===== config.mk =====
export PLATFORM = sky130hd
export DESIGN_NAME = wdw_top
export DESIGN_NICKNAME = d
export VERILOG_FILES = /design/src/verilog/wdw_pkg.sv /design/src/verilog/wdw_top.sv
export SDC_FILE = /design/constraint.sdc
export NUM_CORES = 1
export LEC_CHECK = 0
export BUFFER_PORTS_ARGS = -buffer_cell sky130_fd_sc_hd__buf_2
export CAP_MARGIN = 40
export CORE_ASPECT_RATIO = 1.2
export CORE_MARGIN = 2
export CORE_UTILIZATION = 35
export CTS_CLUSTER_SIZE = 40
export DETAILED_ROUTE_END_ITERATION = 8
export PLACE_DENSITY = 0.56
export SLEW_MARGIN = 15
export SYNTH_ARGS = -nofsm -noshare
export SYNTH_HDL_FRONTEND = slang
export SYNTH_SLANG_ARGS = --single-unit

===== constraint.sdc =====
create_clock -name clock_i -period 2.75 [get_ports clock_i]
set_input_delay 0.4125 -clock clock_i [delete_from_list [all_inputs] [get_ports clock_i]]
set_output_delay 0.4125 -clock clock_i [all_outputs]
set_load 0.01 [all_outputs]

===== src/verilog/wdw_pkg.sv =====
package wdw_pkg;

  // Wishbone word byte addresses
  localparam logic [3:0] WDW_ADR_WDT_CTRL  = 4'h0;
  localparam logic [3:0] WDW_ADR_IDLE_RST  = 4'h4;
  localparam logic [3:0] WDW_ADR_STATUS    = 4'h8;
  localparam logic [3:0] WDW_ADR_WAKE_EN   = 4'hC;

  localparam logic [7:0] WDW_WDT_CTRL_RST  = 8'h53;
  localparam int         WDW_KEY_MSB       = 7;
  localparam int         WDW_KEY_LSB       = 3;
  localparam int         WDW_PER_MSB       = 2;
  localparam logic [4:0] WDW_KEY_DISABLE   = 5'h15;
  localparam logic [4:0] WDW_KEY_ENABLE    = 5'h0A;

  localparam int         WDW_BIT_SYSCLK    = 7;
  localparam int         WDW_BIT_LVR       = 2;
  localparam int         WDW_BIT_KEYRST    = 0;
  localparam logic [7:0] WDW_IDLE_RST_RST  = 8'h00;

  // Event status / enable / clear layout (offset +0 status, +1 enable, +2 clear in byte lanes)
  localparam int         WDW_EV_TIMEOUT    = 0;
  localparam int         WDW_EV_KEYRST     = 1;
  localparam int         WDW_EV_WAKE       = 2;
  localparam int         WDW_EV_W          = 3;

  localparam int         WDW_BASE_EXP      = 8;
  localparam int         WDW_CNT_W         = 16;
  // Reset request delay in slow-oscillator cycles (1 to 2 from the key write)
  localparam logic [1:0] WDW_KEYRST_DLY    = 2'h2;

  typedef enum logic [1:0]
  {
    WDW_RUN   = 2'b00,
    WDW_SLEEP = 2'b01,
    WDW_IDLE  = 2'b10
  } wdw_pwr_e;

endpackage


===== src/verilog/wdw_top.sv =====
`timescale 1ns/10ps
// Behaviour
// - In sleep or idle, wake on external reset, port A fall, interrupt or overflow.
// - External reset wake gives full reset; overflow wake gives watchdog reset.
// - Power-down flag cleared at power-up and clear-watchdog; set by halt.
// - Time-out sets its flag; wake by it resets only program counter and stack.
// - Enabled port A pin falling edge wakes; execution resumes after halt.
// - Wake by disabled interrupt or full stack resumes after halt, stays pending.
// - Wake by enabled interrupt with stack room takes normal interrupt response.
// - Interrupt already requesting when halt executes cannot wake the device.
// - Counter runs on slow oscillator, select 000 is 2^8 up to 2^15, default 011.
// - Key 10101 disables, 01010 enables, anything else requests reset.
// - Invalid key resets within 1 to 2 slow cycles and sets key reset flag.
// - Only a key reset sets the key reset flag; software may clear only.
// - Idle clock bit 1 keeps system clock in idle, 0 stops it.
// - Low-voltage flag reads 1 after that reset; software may clear only.
// - Counter cleared by key reset, external reset, clear-watchdog and halt.
// - Time-out in normal run resets the device and sets the time-out flag.
module wdw_top
  import wdw_pkg::*;
#(
  parameter int PORT_W = 8
)
(
  input  wire logic              clock_i,
  input  wire logic              arst_n_i,
  input  wire logic              ext_reset_i,
  input  wire logic              lvr_event_i,
  input  wire logic              slow_osc_i,
  input  wire logic [PORT_W-1:0] port_a_i,
  input  wire logic              halt_i,
  input  wire logic              idle_mode_i,
  input  wire logic              clear_watchdog_instruction_i,
  input  wire logic              irq_req_i,
  input  wire logic              irq_enabled_i,
  input  wire logic              stack_full_i,
  input  wire logic              wb_cyc_i,
  input  wire logic              wb_stb_i,
  input  wire logic              wb_we_i,
  input  wire logic [3:0]        wb_adr_i,
  input  wire logic [3:0]        wb_sel_i,
  input  wire logic [31:0]       wb_dat_i,
  output logic [31:0]            wb_dat_o,
  output logic                   wb_ack_o,
  output logic                   system_reset_o,
  output logic                   pc_sp_reset_o,
  output logic                   wake_resume_o,
  output logic                   wake_irq_service_o,
  output logic                   sysclk_run_o,
  output logic                   power_down_flag_o,
  output logic                   timeout_flag_o,
  output logic                   irq_o
);

  logic [1:0]        slow_sync_r;
  logic              slow_d_r;
  logic [1:0]        ext_sync_r;
  logic [PORT_W-1:0] pa_s1_r;
  logic [PORT_W-1:0] pa_s2_r;
  logic [PORT_W-1:0] pa_d_r;

  always_ff @(posedge clock_i or negedge arst_n_i)
  begin
    if (!arst_n_i)
    begin
      slow_sync_r <= 2'h0;
      slow_d_r    <= 1'b0;
      ext_sync_r  <= 2'h0;
      pa_s1_r     <= '1;
      pa_s2_r     <= '1;
      pa_d_r      <= '1;
    end
    else
    begin
      slow_sync_r <= {slow_sync_r[0], slow_osc_i};
      slow_d_r    <= slow_sync_r[1];
      ext_sync_r  <= {ext_sync_r[0], ext_reset_i};
      pa_s1_r     <= port_a_i;
      pa_s2_r     <= pa_s1_r;
      pa_d_r      <= pa_s2_r;
    end
  end

  logic              slow_tick;
  logic              ext_rst;
  logic [PORT_W-1:0] pa_fall;
  assign slow_tick = slow_sync_r[1] & ~slow_d_r;
  assign ext_rst   = ext_sync_r[1];
  assign pa_fall   = pa_d_r & ~pa_s2_r;

  function automatic logic [WDW_CNT_W-1:0] limit_of(input logic [2:0] sel);
    limit_of = WDW_CNT_W'(1) << (WDW_BASE_EXP + int'(sel));
  endfunction

  logic [7:0]            wdt_ctrl_r,  wdt_ctrl_nxt;
  logic                  sysclk_r,    sysclk_nxt;
  logic                  lvr_f_r,     lvr_f_nxt;
  logic                  key_f_r,     key_f_nxt;
  logic [PORT_W-1:0]     wake_en_r,   wake_en_nxt;
  logic [WDW_EV_W-1:0]   ev_st_r,     ev_st_nxt;
  logic [WDW_EV_W-1:0]   ev_en_r,     ev_en_nxt;
  logic [WDW_CNT_W-1:0]  cnt_r,       cnt_nxt;
  logic [1:0]            kdly_r,      kdly_nxt;
  logic                  kpend_r,     kpend_nxt;
  wdw_pwr_e              pwr_r,       pwr_nxt;
  logic                  irq_block_r, irq_block_nxt;
  logic                  pdf_r,       pdf_nxt;
  logic                  to_r,        to_nxt;
  logic                  ack_r,       ack_nxt;
  logic [31:0]           dat_r,       dat_nxt;
  logic                  sysrst_r,    sysrst_nxt;
  logic                  pcsp_r,      pcsp_nxt;
  logic                  resume_r,    resume_nxt;
  logic                  svc_r,       svc_nxt;
  logic                  sclk_r,      sclk_nxt;
  logic                  irq_r,       irq_nxt;

  logic [4:0] key;
  logic       wdt_on;
  logic       key_bad;
  logic       overflow;
  logic       asleep;
  logic       wr;
  logic       key_fire;
  logic       wake_pin;
  logic       wake_irq;
  logic [WDW_EV_W-1:0] ev_set;

  assign key      = wdt_ctrl_r[WDW_KEY_MSB:WDW_KEY_LSB];
  assign wdt_on   = (key != WDW_KEY_DISABLE);
  assign key_bad  = (key != WDW_KEY_DISABLE) && (key != WDW_KEY_ENABLE);
  assign overflow = wdt_on && slow_tick
                 && (cnt_r + 1'b1 >= limit_of(wdt_ctrl_r[WDW_PER_MSB:0]));
  assign asleep   = (pwr_r != WDW_RUN);
  // Writes land on the edge at which the master samples ack, not before
  assign wr       = wb_cyc_i && wb_stb_i && wb_we_i && ack_r && wb_sel_i[0];
  assign key_fire = kpend_r && slow_tick && (kdly_r == 2'h0);
  assign wake_pin = asleep && |(pa_fall & wake_en_r);
  assign wake_irq = asleep && irq_req_i && !irq_block_r;

  always_comb
  begin
    wdt_ctrl_nxt  = wdt_ctrl_r;
    sysclk_nxt    = sysclk_r;
    lvr_f_nxt     = lvr_f_r;
    key_f_nxt     = key_f_r;
    wake_en_nxt   = wake_en_r;
    ev_en_nxt     = ev_en_r;
    ev_st_nxt     = ev_st_r;
    cnt_nxt       = cnt_r;
    kdly_nxt      = kdly_r;
    kpend_nxt     = kpend_r;
    pwr_nxt       = pwr_r;
    irq_block_nxt = irq_block_r;
    pdf_nxt       = pdf_r;
    to_nxt        = to_r;
    sysrst_nxt    = 1'b0;
    pcsp_nxt      = 1'b0;
    resume_nxt    = 1'b0;
    svc_nxt       = 1'b0;
    ack_nxt       = wb_cyc_i && wb_stb_i && !ack_r;
    dat_nxt       = 32'h0;
    ev_set        = '0;

    // Bus writes; flags may only be cleared
    if (wr)
    begin
      unique case (wb_adr_i)
        WDW_ADR_WDT_CTRL: wdt_ctrl_nxt = wb_dat_i[7:0];
        WDW_ADR_IDLE_RST:
        begin
          sysclk_nxt = wb_dat_i[WDW_BIT_SYSCLK];
          if (!wb_dat_i[WDW_BIT_LVR])
            lvr_f_nxt = 1'b0;
          if (!wb_dat_i[WDW_BIT_KEYRST])
            key_f_nxt = 1'b0;
        end
        WDW_ADR_STATUS:
        begin
          ev_en_nxt = wb_dat_i[8 +: WDW_EV_W];
          ev_st_nxt = ev_st_r & ~wb_dat_i[16 +: WDW_EV_W];
        end
        WDW_ADR_WAKE_EN: wake_en_nxt = wb_dat_i[PORT_W-1:0];
        default: ;
      endcase
    end
    if (wb_cyc_i && wb_stb_i && !wb_we_i && !ack_r)
    begin
      unique case (wb_adr_i)
        WDW_ADR_WDT_CTRL: dat_nxt[7:0] = wdt_ctrl_r;
        WDW_ADR_IDLE_RST: dat_nxt[7:0] = {sysclk_r, 4'h0, lvr_f_r, 1'b0, key_f_r};
        WDW_ADR_STATUS:
          dat_nxt = {13'h0, ev_en_r, 5'h0, ev_en_r, 5'h0, ev_st_r} & 32'h0000_0707;
        WDW_ADR_WAKE_EN: dat_nxt[PORT_W-1:0] = wake_en_r;
        default: ;
      endcase
    end

    if (lvr_event_i)
      lvr_f_nxt = 1'b1;

    // Invalid key: reset at the second slow edge, even if rewritten meanwhile
    if (key_bad && !kpend_r)
    begin
      kpend_nxt = 1'b1;
      kdly_nxt  = WDW_KEYRST_DLY - 2'h1;
    end
    else if (kpend_r && slow_tick && kdly_r != 2'h0)
      kdly_nxt = kdly_r - 2'h1;

    if (wdt_on && slow_tick)
      cnt_nxt = cnt_r + 1'b1;

    if (clear_watchdog_instruction_i)
    begin
      cnt_nxt = '0;
      pdf_nxt = 1'b0;
    end

    // Halt: enter sleep or idle, remember already-pending interrupt
    if (halt_i && !asleep)
    begin
      cnt_nxt       = '0;
      pdf_nxt       = 1'b1;
      to_nxt        = 1'b0;
      irq_block_nxt = irq_req_i;
      pwr_nxt       = idle_mode_i ? WDW_IDLE : WDW_SLEEP;
    end

    if (asleep && (wake_pin || (wake_irq && (!irq_enabled_i || stack_full_i))))
    begin
      pwr_nxt    = WDW_RUN;
      resume_nxt = 1'b1;
      ev_set[WDW_EV_WAKE] = 1'b1;
    end
    else if (wake_irq)
    begin
      pwr_nxt = WDW_RUN;
      svc_nxt = 1'b1;
      ev_set[WDW_EV_WAKE] = 1'b1;
    end
    if (!asleep && irq_block_r && !irq_req_i)
      irq_block_nxt = 1'b0;

    if (overflow)
    begin
      cnt_nxt = '0;
      to_nxt  = 1'b1;
      ev_set[WDW_EV_TIMEOUT] = 1'b1;
      if (asleep)
      begin
        pcsp_nxt = 1'b1;
        pwr_nxt  = WDW_RUN;
        ev_set[WDW_EV_WAKE] = 1'b1;
      end
      else
        sysrst_nxt = 1'b1;
    end

    if (key_fire)
    begin
      key_f_nxt    = 1'b1;
      sysrst_nxt   = 1'b1;
      cnt_nxt      = '0;
      kpend_nxt    = 1'b0;
      wdt_ctrl_nxt = WDW_WDT_CTRL_RST;
      pwr_nxt      = WDW_RUN;
      ev_set[WDW_EV_KEYRST] = 1'b1;
    end

    if (ext_rst)
    begin
      sysrst_nxt   = 1'b1;
      cnt_nxt      = '0;
      wdt_ctrl_nxt = WDW_WDT_CTRL_RST;
      kpend_nxt    = 1'b0;
      pwr_nxt      = WDW_RUN;
    end

    // Set beats a simultaneous clear
    ev_st_nxt = ev_st_nxt | ev_set;
    sclk_nxt  = (pwr_nxt == WDW_RUN) || (pwr_nxt == WDW_IDLE && sysclk_nxt);
    irq_nxt   = |(ev_st_nxt & ev_en_nxt);
  end

  always_ff @(posedge clock_i or negedge arst_n_i)
  begin
    if (!arst_n_i)
    begin
      wdt_ctrl_r  <= WDW_WDT_CTRL_RST;
      sysclk_r    <= WDW_IDLE_RST_RST[WDW_BIT_SYSCLK];
      lvr_f_r     <= 1'b0;
      key_f_r     <= 1'b0;
      wake_en_r   <= '0;
      ev_st_r     <= '0;
      ev_en_r     <= '0;
      cnt_r       <= '0;
      kdly_r      <= 2'h0;
      kpend_r     <= 1'b0;
      pwr_r       <= WDW_RUN;
      irq_block_r <= 1'b0;
      pdf_r       <= 1'b0;
      to_r        <= 1'b0;
      ack_r       <= 1'b0;
      dat_r       <= 32'h0;
      sysrst_r    <= 1'b0;
      pcsp_r      <= 1'b0;
      resume_r    <= 1'b0;
      svc_r       <= 1'b0;
      sclk_r      <= 1'b1;
      irq_r       <= 1'b0;
    end
    else
    begin
      wdt_ctrl_r  <= wdt_ctrl_nxt;
      sysclk_r    <= sysclk_nxt;
      lvr_f_r     <= lvr_f_nxt;
      key_f_r     <= key_f_nxt;
      wake_en_r   <= wake_en_nxt;
      ev_st_r     <= ev_st_nxt;
      ev_en_r     <= ev_en_nxt;
      cnt_r       <= cnt_nxt;
      kdly_r      <= kdly_nxt;
      kpend_r     <= kpend_nxt;
      pwr_r       <= pwr_nxt;
      irq_block_r <= irq_block_nxt;
      pdf_r       <= pdf_nxt;
      to_r        <= to_nxt;
      ack_r       <= ack_nxt;
      dat_r       <= dat_nxt;
      sysrst_r    <= sysrst_nxt;
      pcsp_r      <= pcsp_nxt;
      resume_r    <= resume_nxt;
      svc_r       <= svc_nxt;
      sclk_r      <= sclk_nxt;
      irq_r       <= irq_nxt;
    end
  end

  assign wb_dat_o           = dat_r;
  assign wb_ack_o           = ack_r;
  assign system_reset_o     = sysrst_r;
  assign pc_sp_reset_o      = pcsp_r;
  assign wake_resume_o      = resume_r;
  assign wake_irq_service_o = svc_r;
  assign sysclk_run_o       = sclk_r;
  assign power_down_flag_o  = pdf_r;
  assign timeout_flag_o     = to_r;
  assign irq_o              = irq_r;

endmodule


### Yosys cells after proc, flatten, opt, wreduce, memory -nomap -nowiden

Cells that the tools add are included.

| storage, ports and cells | value |
|---|---|
| output and inout bits | 41 |
| register bits after elaboration | 117 |
| word-level logic and storage cells | 166 |

| cells by class | value |
|---|---|
| equal/unequal tests | 8 |
| order comparisons | 1 |
| bitwise gates (word level) | 9 |
| reduce and logical (&&, ||, !) cells | 56 |
| shift operators | 1 |
| mux-type cells | 60 |
| add/subtract/negate cells | 3 |

Operators with widths:

| kind | count |
|---|---|
| $mux 16 | 6 |
| $mux 1 | 33 |
| $mux 8 | 4 |
| $pmux 8 s4 | 1 |
| $logic_and 1x1->1 | 23 |
| $mux 2 | 10 |
| $reduce_bool 2->1 | 10 |
| $add 16x1->16 const B | 1 |
| $and 8x8->8 | 2 |
| $ge 16x16->1 | 1 |
| $shl 1x5->16 const A | 1 |
| $mux 3 | 5 |
| $mux 11 | 1 |
| $reduce_bool 3->1 | 3 |
| $eq 4x4->1 const B | 2 |
| $not 8->8 | 1 |
| $reduce_or 8->1 | 1 |
| $logic_not 1->1 | 7 |
| $and 3x3->3 | 2 |
| $reduce_and 3->1 | 2 |
| $reduce_bool 6->1 | 1 |
| $add 4x3->5 const A | 1 |
| $ne 5x4->1 const B | 1 |
| $ne 5x5->1 const B | 1 |
| 14 further kinds | 18 |

### Logic depth before layout (Yosys ltp)

| depth | value |
|---|---|
| depth after elaboration | 15 |
| depth in mapped cells | 11 |
| depth with buffers taken out | 11 |

### Worst setup path after synthesis

No wires, ideal clock.

| timing path | value |
|---|---|
| path kind | reg-to-reg |
| start | reg cnt_r[2] |
| end | reg sclk_r (netlist: sysclk_run_o) |
| cell stages (with the launch flop) | 11 |
| data arrival time | 2563 ps |
| data required time | 2668 ps |
| slack | 105 ps |
| library setup time | 82 ps |
| period minus slack after synthesis | 2645 ps |
| buffers on the path | 0 |
| path through | dfrtp_1 nand3_1 or2_2 nor2_1 xor2_1 ha_1 a211oi_1 o22ai_1 a22oi_1 a41oi_1 a211o_1 |

| between the ends | value |
|---|---|
| longest elaborated chain between the ends | 9 |

RTL lines:

| what | RTL line | RTL |
|---|---|---|
| start: declaration | wdw_top.sv:102 | `logic [WDW_CNT_W-1:0] cnt_r, cnt_nxt;` |
| start signal: assignment | wdw_top.sv:322 | `cnt_r <= cnt_nxt;` |
| $add 16x1->16 * | wdw_top.sv:133 | `&& (cnt_r + 1'b1 >= limit_of(wdt_ctrl_r[WDW_PER_MSB:0]));` |
| $ge 16x16->1 * | wdw_top.sv:133 |  |
| $logic_and 1x1->1 * | wdw_top.sv:133 |  |
| $mux 2 * | wdw_top.sv:245 | `if (overflow)` |
| $mux 2 * | wdw_top.sv:260 | `if (key_fire)` |
| $mux 2 * | wdw_top.sv:271 | `if (ext_rst)` |
| $eq 2x2->1 | wdw_top.sv:282 | `sclk_nxt = (pwr_nxt == WDW_RUN) \|\| (pwr_nxt == WDW_IDLE && sysclk_nxt);` |
| $logic_and 1x1->1 | wdw_top.sv:282 |  |
| $logic_or 1x1->1 * | wdw_top.sv:282 |  |
| named net sclk_nxt | wdw_top.sv:115 | `logic sclk_r, sclk_nxt;` |
| end signal: assignment | wdw_top.sv:335 | `sclk_r <= sclk_nxt;` |
| end: declaration | wdw_top.sv:115 |  |

The timed path passes the listed nets; every way through them passes the cells marked *.
A chain may end at the register's enable or synchronous reset.

### Final worst setup path

| timing path | value |
|---|---|
| start | reg cnt_r[8] |
| end | reg cnt_r[0] |

| between the ends | value |
|---|---|
| longest elaborated chain between the ends | 6 |

RTL lines:

| what | RTL line |
|---|---|
| $add 16x1->16 * | wdw_top.sv:133 |
| $ge 16x16->1 * | wdw_top.sv:133 |
| $logic_and 1x1->1 * | wdw_top.sv:133 |
| $mux 16 | wdw_top.sv:245 |
| $mux 16 | wdw_top.sv:260 |
| $mux 16 | wdw_top.sv:271 |

Every way passes the cells marked *; elsewhere a longest branch is shown, timed or not.

==> impl_metrics.py <==
metrics = {
    "global_routing": {
        "grtUsageTotal_pct": 14.5,
        "grt_pass1_wl_um": 15100,
        "antenna_found_initial": 0,
        "grt_max_degree": 97,
        "grt_pass1_vias": 3028,
        "grt_overflow_total": 0,
    },
    "synthesis": {
        "ys_warn_count": 0,
        "synth_fa_ha_area_share_pct": 2.86,
        "synth_async_sr_flop_share_pct": 100,
        "syn_inst": 384,
        "synthMuxAreaShare_pct": 6.34,
        "synthSimpleGateAreaFrac_pct": 16.6,
        "synth_top_family_by_area": "simple AND/OR/NAND/NOR gates",
        "ys_ff_latch": 96,
        "synth_area_um2": 4380,
        "synth_cell_types": 57,
        "syn_avg_cell_area_um2": 11.4,
        "synthFlopType": "dfrtp_1",
        "synth-compound-area-share_pct": 9.28,
        "synth_xor_area_share_pct": 3.00,
        "synth_edf_count": 0,
        "synth-seq-area-share_pct": 55.7,
    },
    "timing": {
        "grt_setup_unrepaired": "true",
        "fin_ws_ns": -0.0743,
        "finalHoldViolCount": 0,
        "slew-limit-headroom_pct": 56.0,
        "fin_crit_ns": 2.82,
        "max_freq_mhz": 354,
        "period_share_pct": 103,
        "maxSlewViolCount": 0,
        "worst_slew_pin_slew_ns": 0.657,
        "finClkSkew_ns": 0.00858,
        "setup_viol": 12,
    },
    "cells_and_area": {
        "ff_latch_area_um2": 2440,
        "multi_input_area_um2": 1940,
        "area_delta_synth_final_pct": 25.7,
        "final_layout_size_suffix_gt1_share_pct": 40.0,
        "antenna_cells": 0,
        "fill_cells": 1152,
        "nNetsFinal": 544,
        "post-route-util_pct": 45.3,
    },
    "critical_path": {
        "worst-path-buf-inv": 0,
        "cp.required_ns": 3.02,
        "cp-start-kind": "flop",
        "max_stage_delay_ns": 0.46,
        "critPathMaxFanout": 8,
        "startpoint": "cnt_r[8]",
        "r2r-start": "cnt_r[8]",
        "cp_top_family": "simple AND/OR/NAND/NOR gates",
        "timing.critical_path.arrival_ns": 3.10,
        "worstPathCellList": "nand4_1 -> nor4_4 -> nand3_2 -> xnor2_2 -> ha_1 -> a21oi_1 -> o21ai_2 -> a211o_4 -> nor2_4 -> mux2_2",
        "slowest_stage": "nor4_4",
        "cp-end-kind": "flop",
        "path_class": "flop to flop",
    },
    "detailed_routing": {
        "drt_iter0_drc": 133,
        "firstDrtPassIters": 4,
        "drtAntennaViolNets": 0,
        "wl_per_cell_um": 14.8,
        "drc_errors": 0,
        "viasPerCell": 4.87,
        "wl_um": 9440,
        "vias": 3110,
    },
    "power_and_ir_drop": {
        "ir_worst_vdd_mv": 0.264,
        "comb_power_share_pct": 6.9,
        "internal_power_w": 0.00238,
        "power_switching_w": 0.000704,
        "clkPwrFrac_pct": 44.6,
        "power_leakage_nw": 2.62,
        "p_per_area_nw_per_um2": 560,
        "seq_power_share_pct": 48.5,
        "swShare_pct": 22.8,
    },
    "outcome": {
        "status": "finished with violations",
        "violations": "negative setup slack",
    },
    "placed_design": {
        "detailed_place_hpwl_um": 6780,
        "pre_cts_slack_ns": -0.235,
        "numPortBuffers": 60,
        "gp_congestion": 0.765,
    },
    "cts": {
        "root_buffer": "clkbuf_16",
        "htreeDepth": 3,
        "clk_latency_ns": 0.34,
        "cts_made_buffers": 9,
        "cts.sinks": 96,
        "cts_buffer_depth": 2,
        "tritoncts": "yes",
        "clkTransAtPathRegs_ns": 0.06,
    },
    "floorplanning": {
        "die-height_um": 127,
        "core_um2": 12200,
        "io_pins": 103,
        "fp.dieW_um": 106,
        "die_area_um2": 13400,
        "start_util_pct": 36.0,
        "num_rows": 44,
    },
    "min_path": {
        "hold_class": "input pin to asynchronous set/reset pin",
    },
    "job": {
        "drv_cap": 0,
    },
}
-- cells in the final DEF (no fill, tap or decap), types with 9 or more instances in the layout --
master      n
nand2_1    26
inv_1      16
buf_4      26
dfrtp_1    67
a21oi_1    13
nand3b_1   10
conb_1     21
nor2_1     27
dfstp_2    29
ha_1        9
buf_2      59
mux2_2     12
clkbuf_16   9
mux2i_1    12
a22o_1      9
and3_1      9
-- synth_stat cells, types with 2 or more instances --
cell type  instances  area [µm²]
a22o_1             9        78.8
a211o_1            2        17.5
o21a_1             2        15.0
clkbuf_1           6        22.5
a211oi_1           2        15.0
buf_2              3        15.0
o311ai_1           2        17.5
a21o_1             2        15.0
nand4b_1           2        17.5
nand3b_1          10        75.1
a31oi_1            3        18.8
a21oi_1           14        70.1
dfrtp_1           67        1680
xnor2_1           10        87.6
a22oi_1            7        52.6
nor3_1             6        30.0
nand2b_1           4        25.0
xor2_1             5        43.8
and3_1             9        56.3
nand3_1            7        35.0
ha_1              10         125
nor2_1            35         131
mux2i_1           12         120
or4_1              2        15.0
nand4_1            5        31.3
o21ai_0            5        25.0
nor2_4             2        22.5
and4bb_2           2        25.0
mux2_2            12         135
o22ai_1            2        12.5
a211oi_2           2        25.0
buf_4             21         158
dfstp_2           29         762
or2_2              2        12.5
nand2_1           29         109
inv_1             17        63.8
nor4_1             5        31.3
-- final timing paths --
| path | to | depth (start not counted) | slack [ns] |
|---|---|---|---|
| worst max-delay path | cnt_r[0] | 10 | -0.07 |
| worst max register to register | cnt_r[0] | 10 | -0.07 |
| worst min-delay path | timeout_flag_o | 2 | 0.12 |
| max in group asynchronous | pa_s2_r[6] | 2 | 2.24 |
| worst min register to register | ext_sync_r[1] | 0 | 0.35 |
| min in group clock_i | pa_s1_r[1] | 1 | 0.16 |
-- power by group through the flow --
stage	Combinational, W	Sequential [W]	Clock (W)
finish	0.000214	0.00149	0.00137
global route	0.000241	0.00150	0.00146
CTS	0.000210	0.00150	0.00141
detailed placement	0.000205	0.00152	0
global placement	0.000201	0.00152	0
floorplan	0.000126	0.00152	0
-- cell type report --
cell class | instances | area share, %
Multi-Input combinational cell | 260 | 35.3
Sequential cell | 96 | 44.3
Tap cell | 161 | 3.66
Clock inverter | 5 | 1.55
Clock buffer | 11 | 4.41
Timing Repair Buffer | 88 | 9.68
Inverter | 17 | 1.16
-- flip-flops by register name, indices dropped and copies added (netlist names), 8 cells and up --
| signal | count |
|---|---|
| pa_s2_r | 8 |
| pa_d_r | 8 |
| cnt_r | 16 |
| wb_dat_o | 11 |
| pa_s1_r | 8 |
| wake_en_r | 8 |
| wdt_ctrl_r | 8 |
-- cell families after synthesis --
family,Yosys count
other,1
buffers and inverters,48
DFF,96
and+or+nand+nor,132
muxes,25
xor gates and xnor gates,15
AOI/OAI and AO/OA,57
adders and majority gates,10
-- through the flow --
| step | hold slack, ns | instances | area [µm²] | total power [W] | setup TNS (ns) |
|---|---|---|---|---|---|
| after floorplan | 0.117 | 404 | 4460 | 0.00164 | 0 |
| after global placement | 0.337 | 613 | 4910 | 0.00172 | -0.998 |
| after detailed placement | 0.336 | 613 | 4910 | 0.00172 | -1.99 |
| after CTS | 0.142 | 633 | 5330 | 0.00311 | -0.272 |
| after global routing | 0.141 | 638 | 5510 | 0.00320 | -4.11 |
| final | 0.115 | 638 | 5510 | 0.00308 | -0.463 |
-- repair_timing --
item                                    4_1_cts  5_1_grt
setup buffers                                 4        5
resized for setup                            11       32
pin swaps                                     7       18
endpoints found under the setup margin       21       24
cloned                                        0        0
hold buffers                                  0        0
-- layer usage --
metal / GRT usage, % / vias to the layer above / part of all wire, %
met5: 0 / - / 0
met4: 6.42 / 0 / 1.5
met3: 3.29 / 14 / 3.9
met2: 23.1 / 75 / 48
met1: 19.1 / 1531 / 46
li1: - / 1490 / -
(Power assumes the default switching activity.)
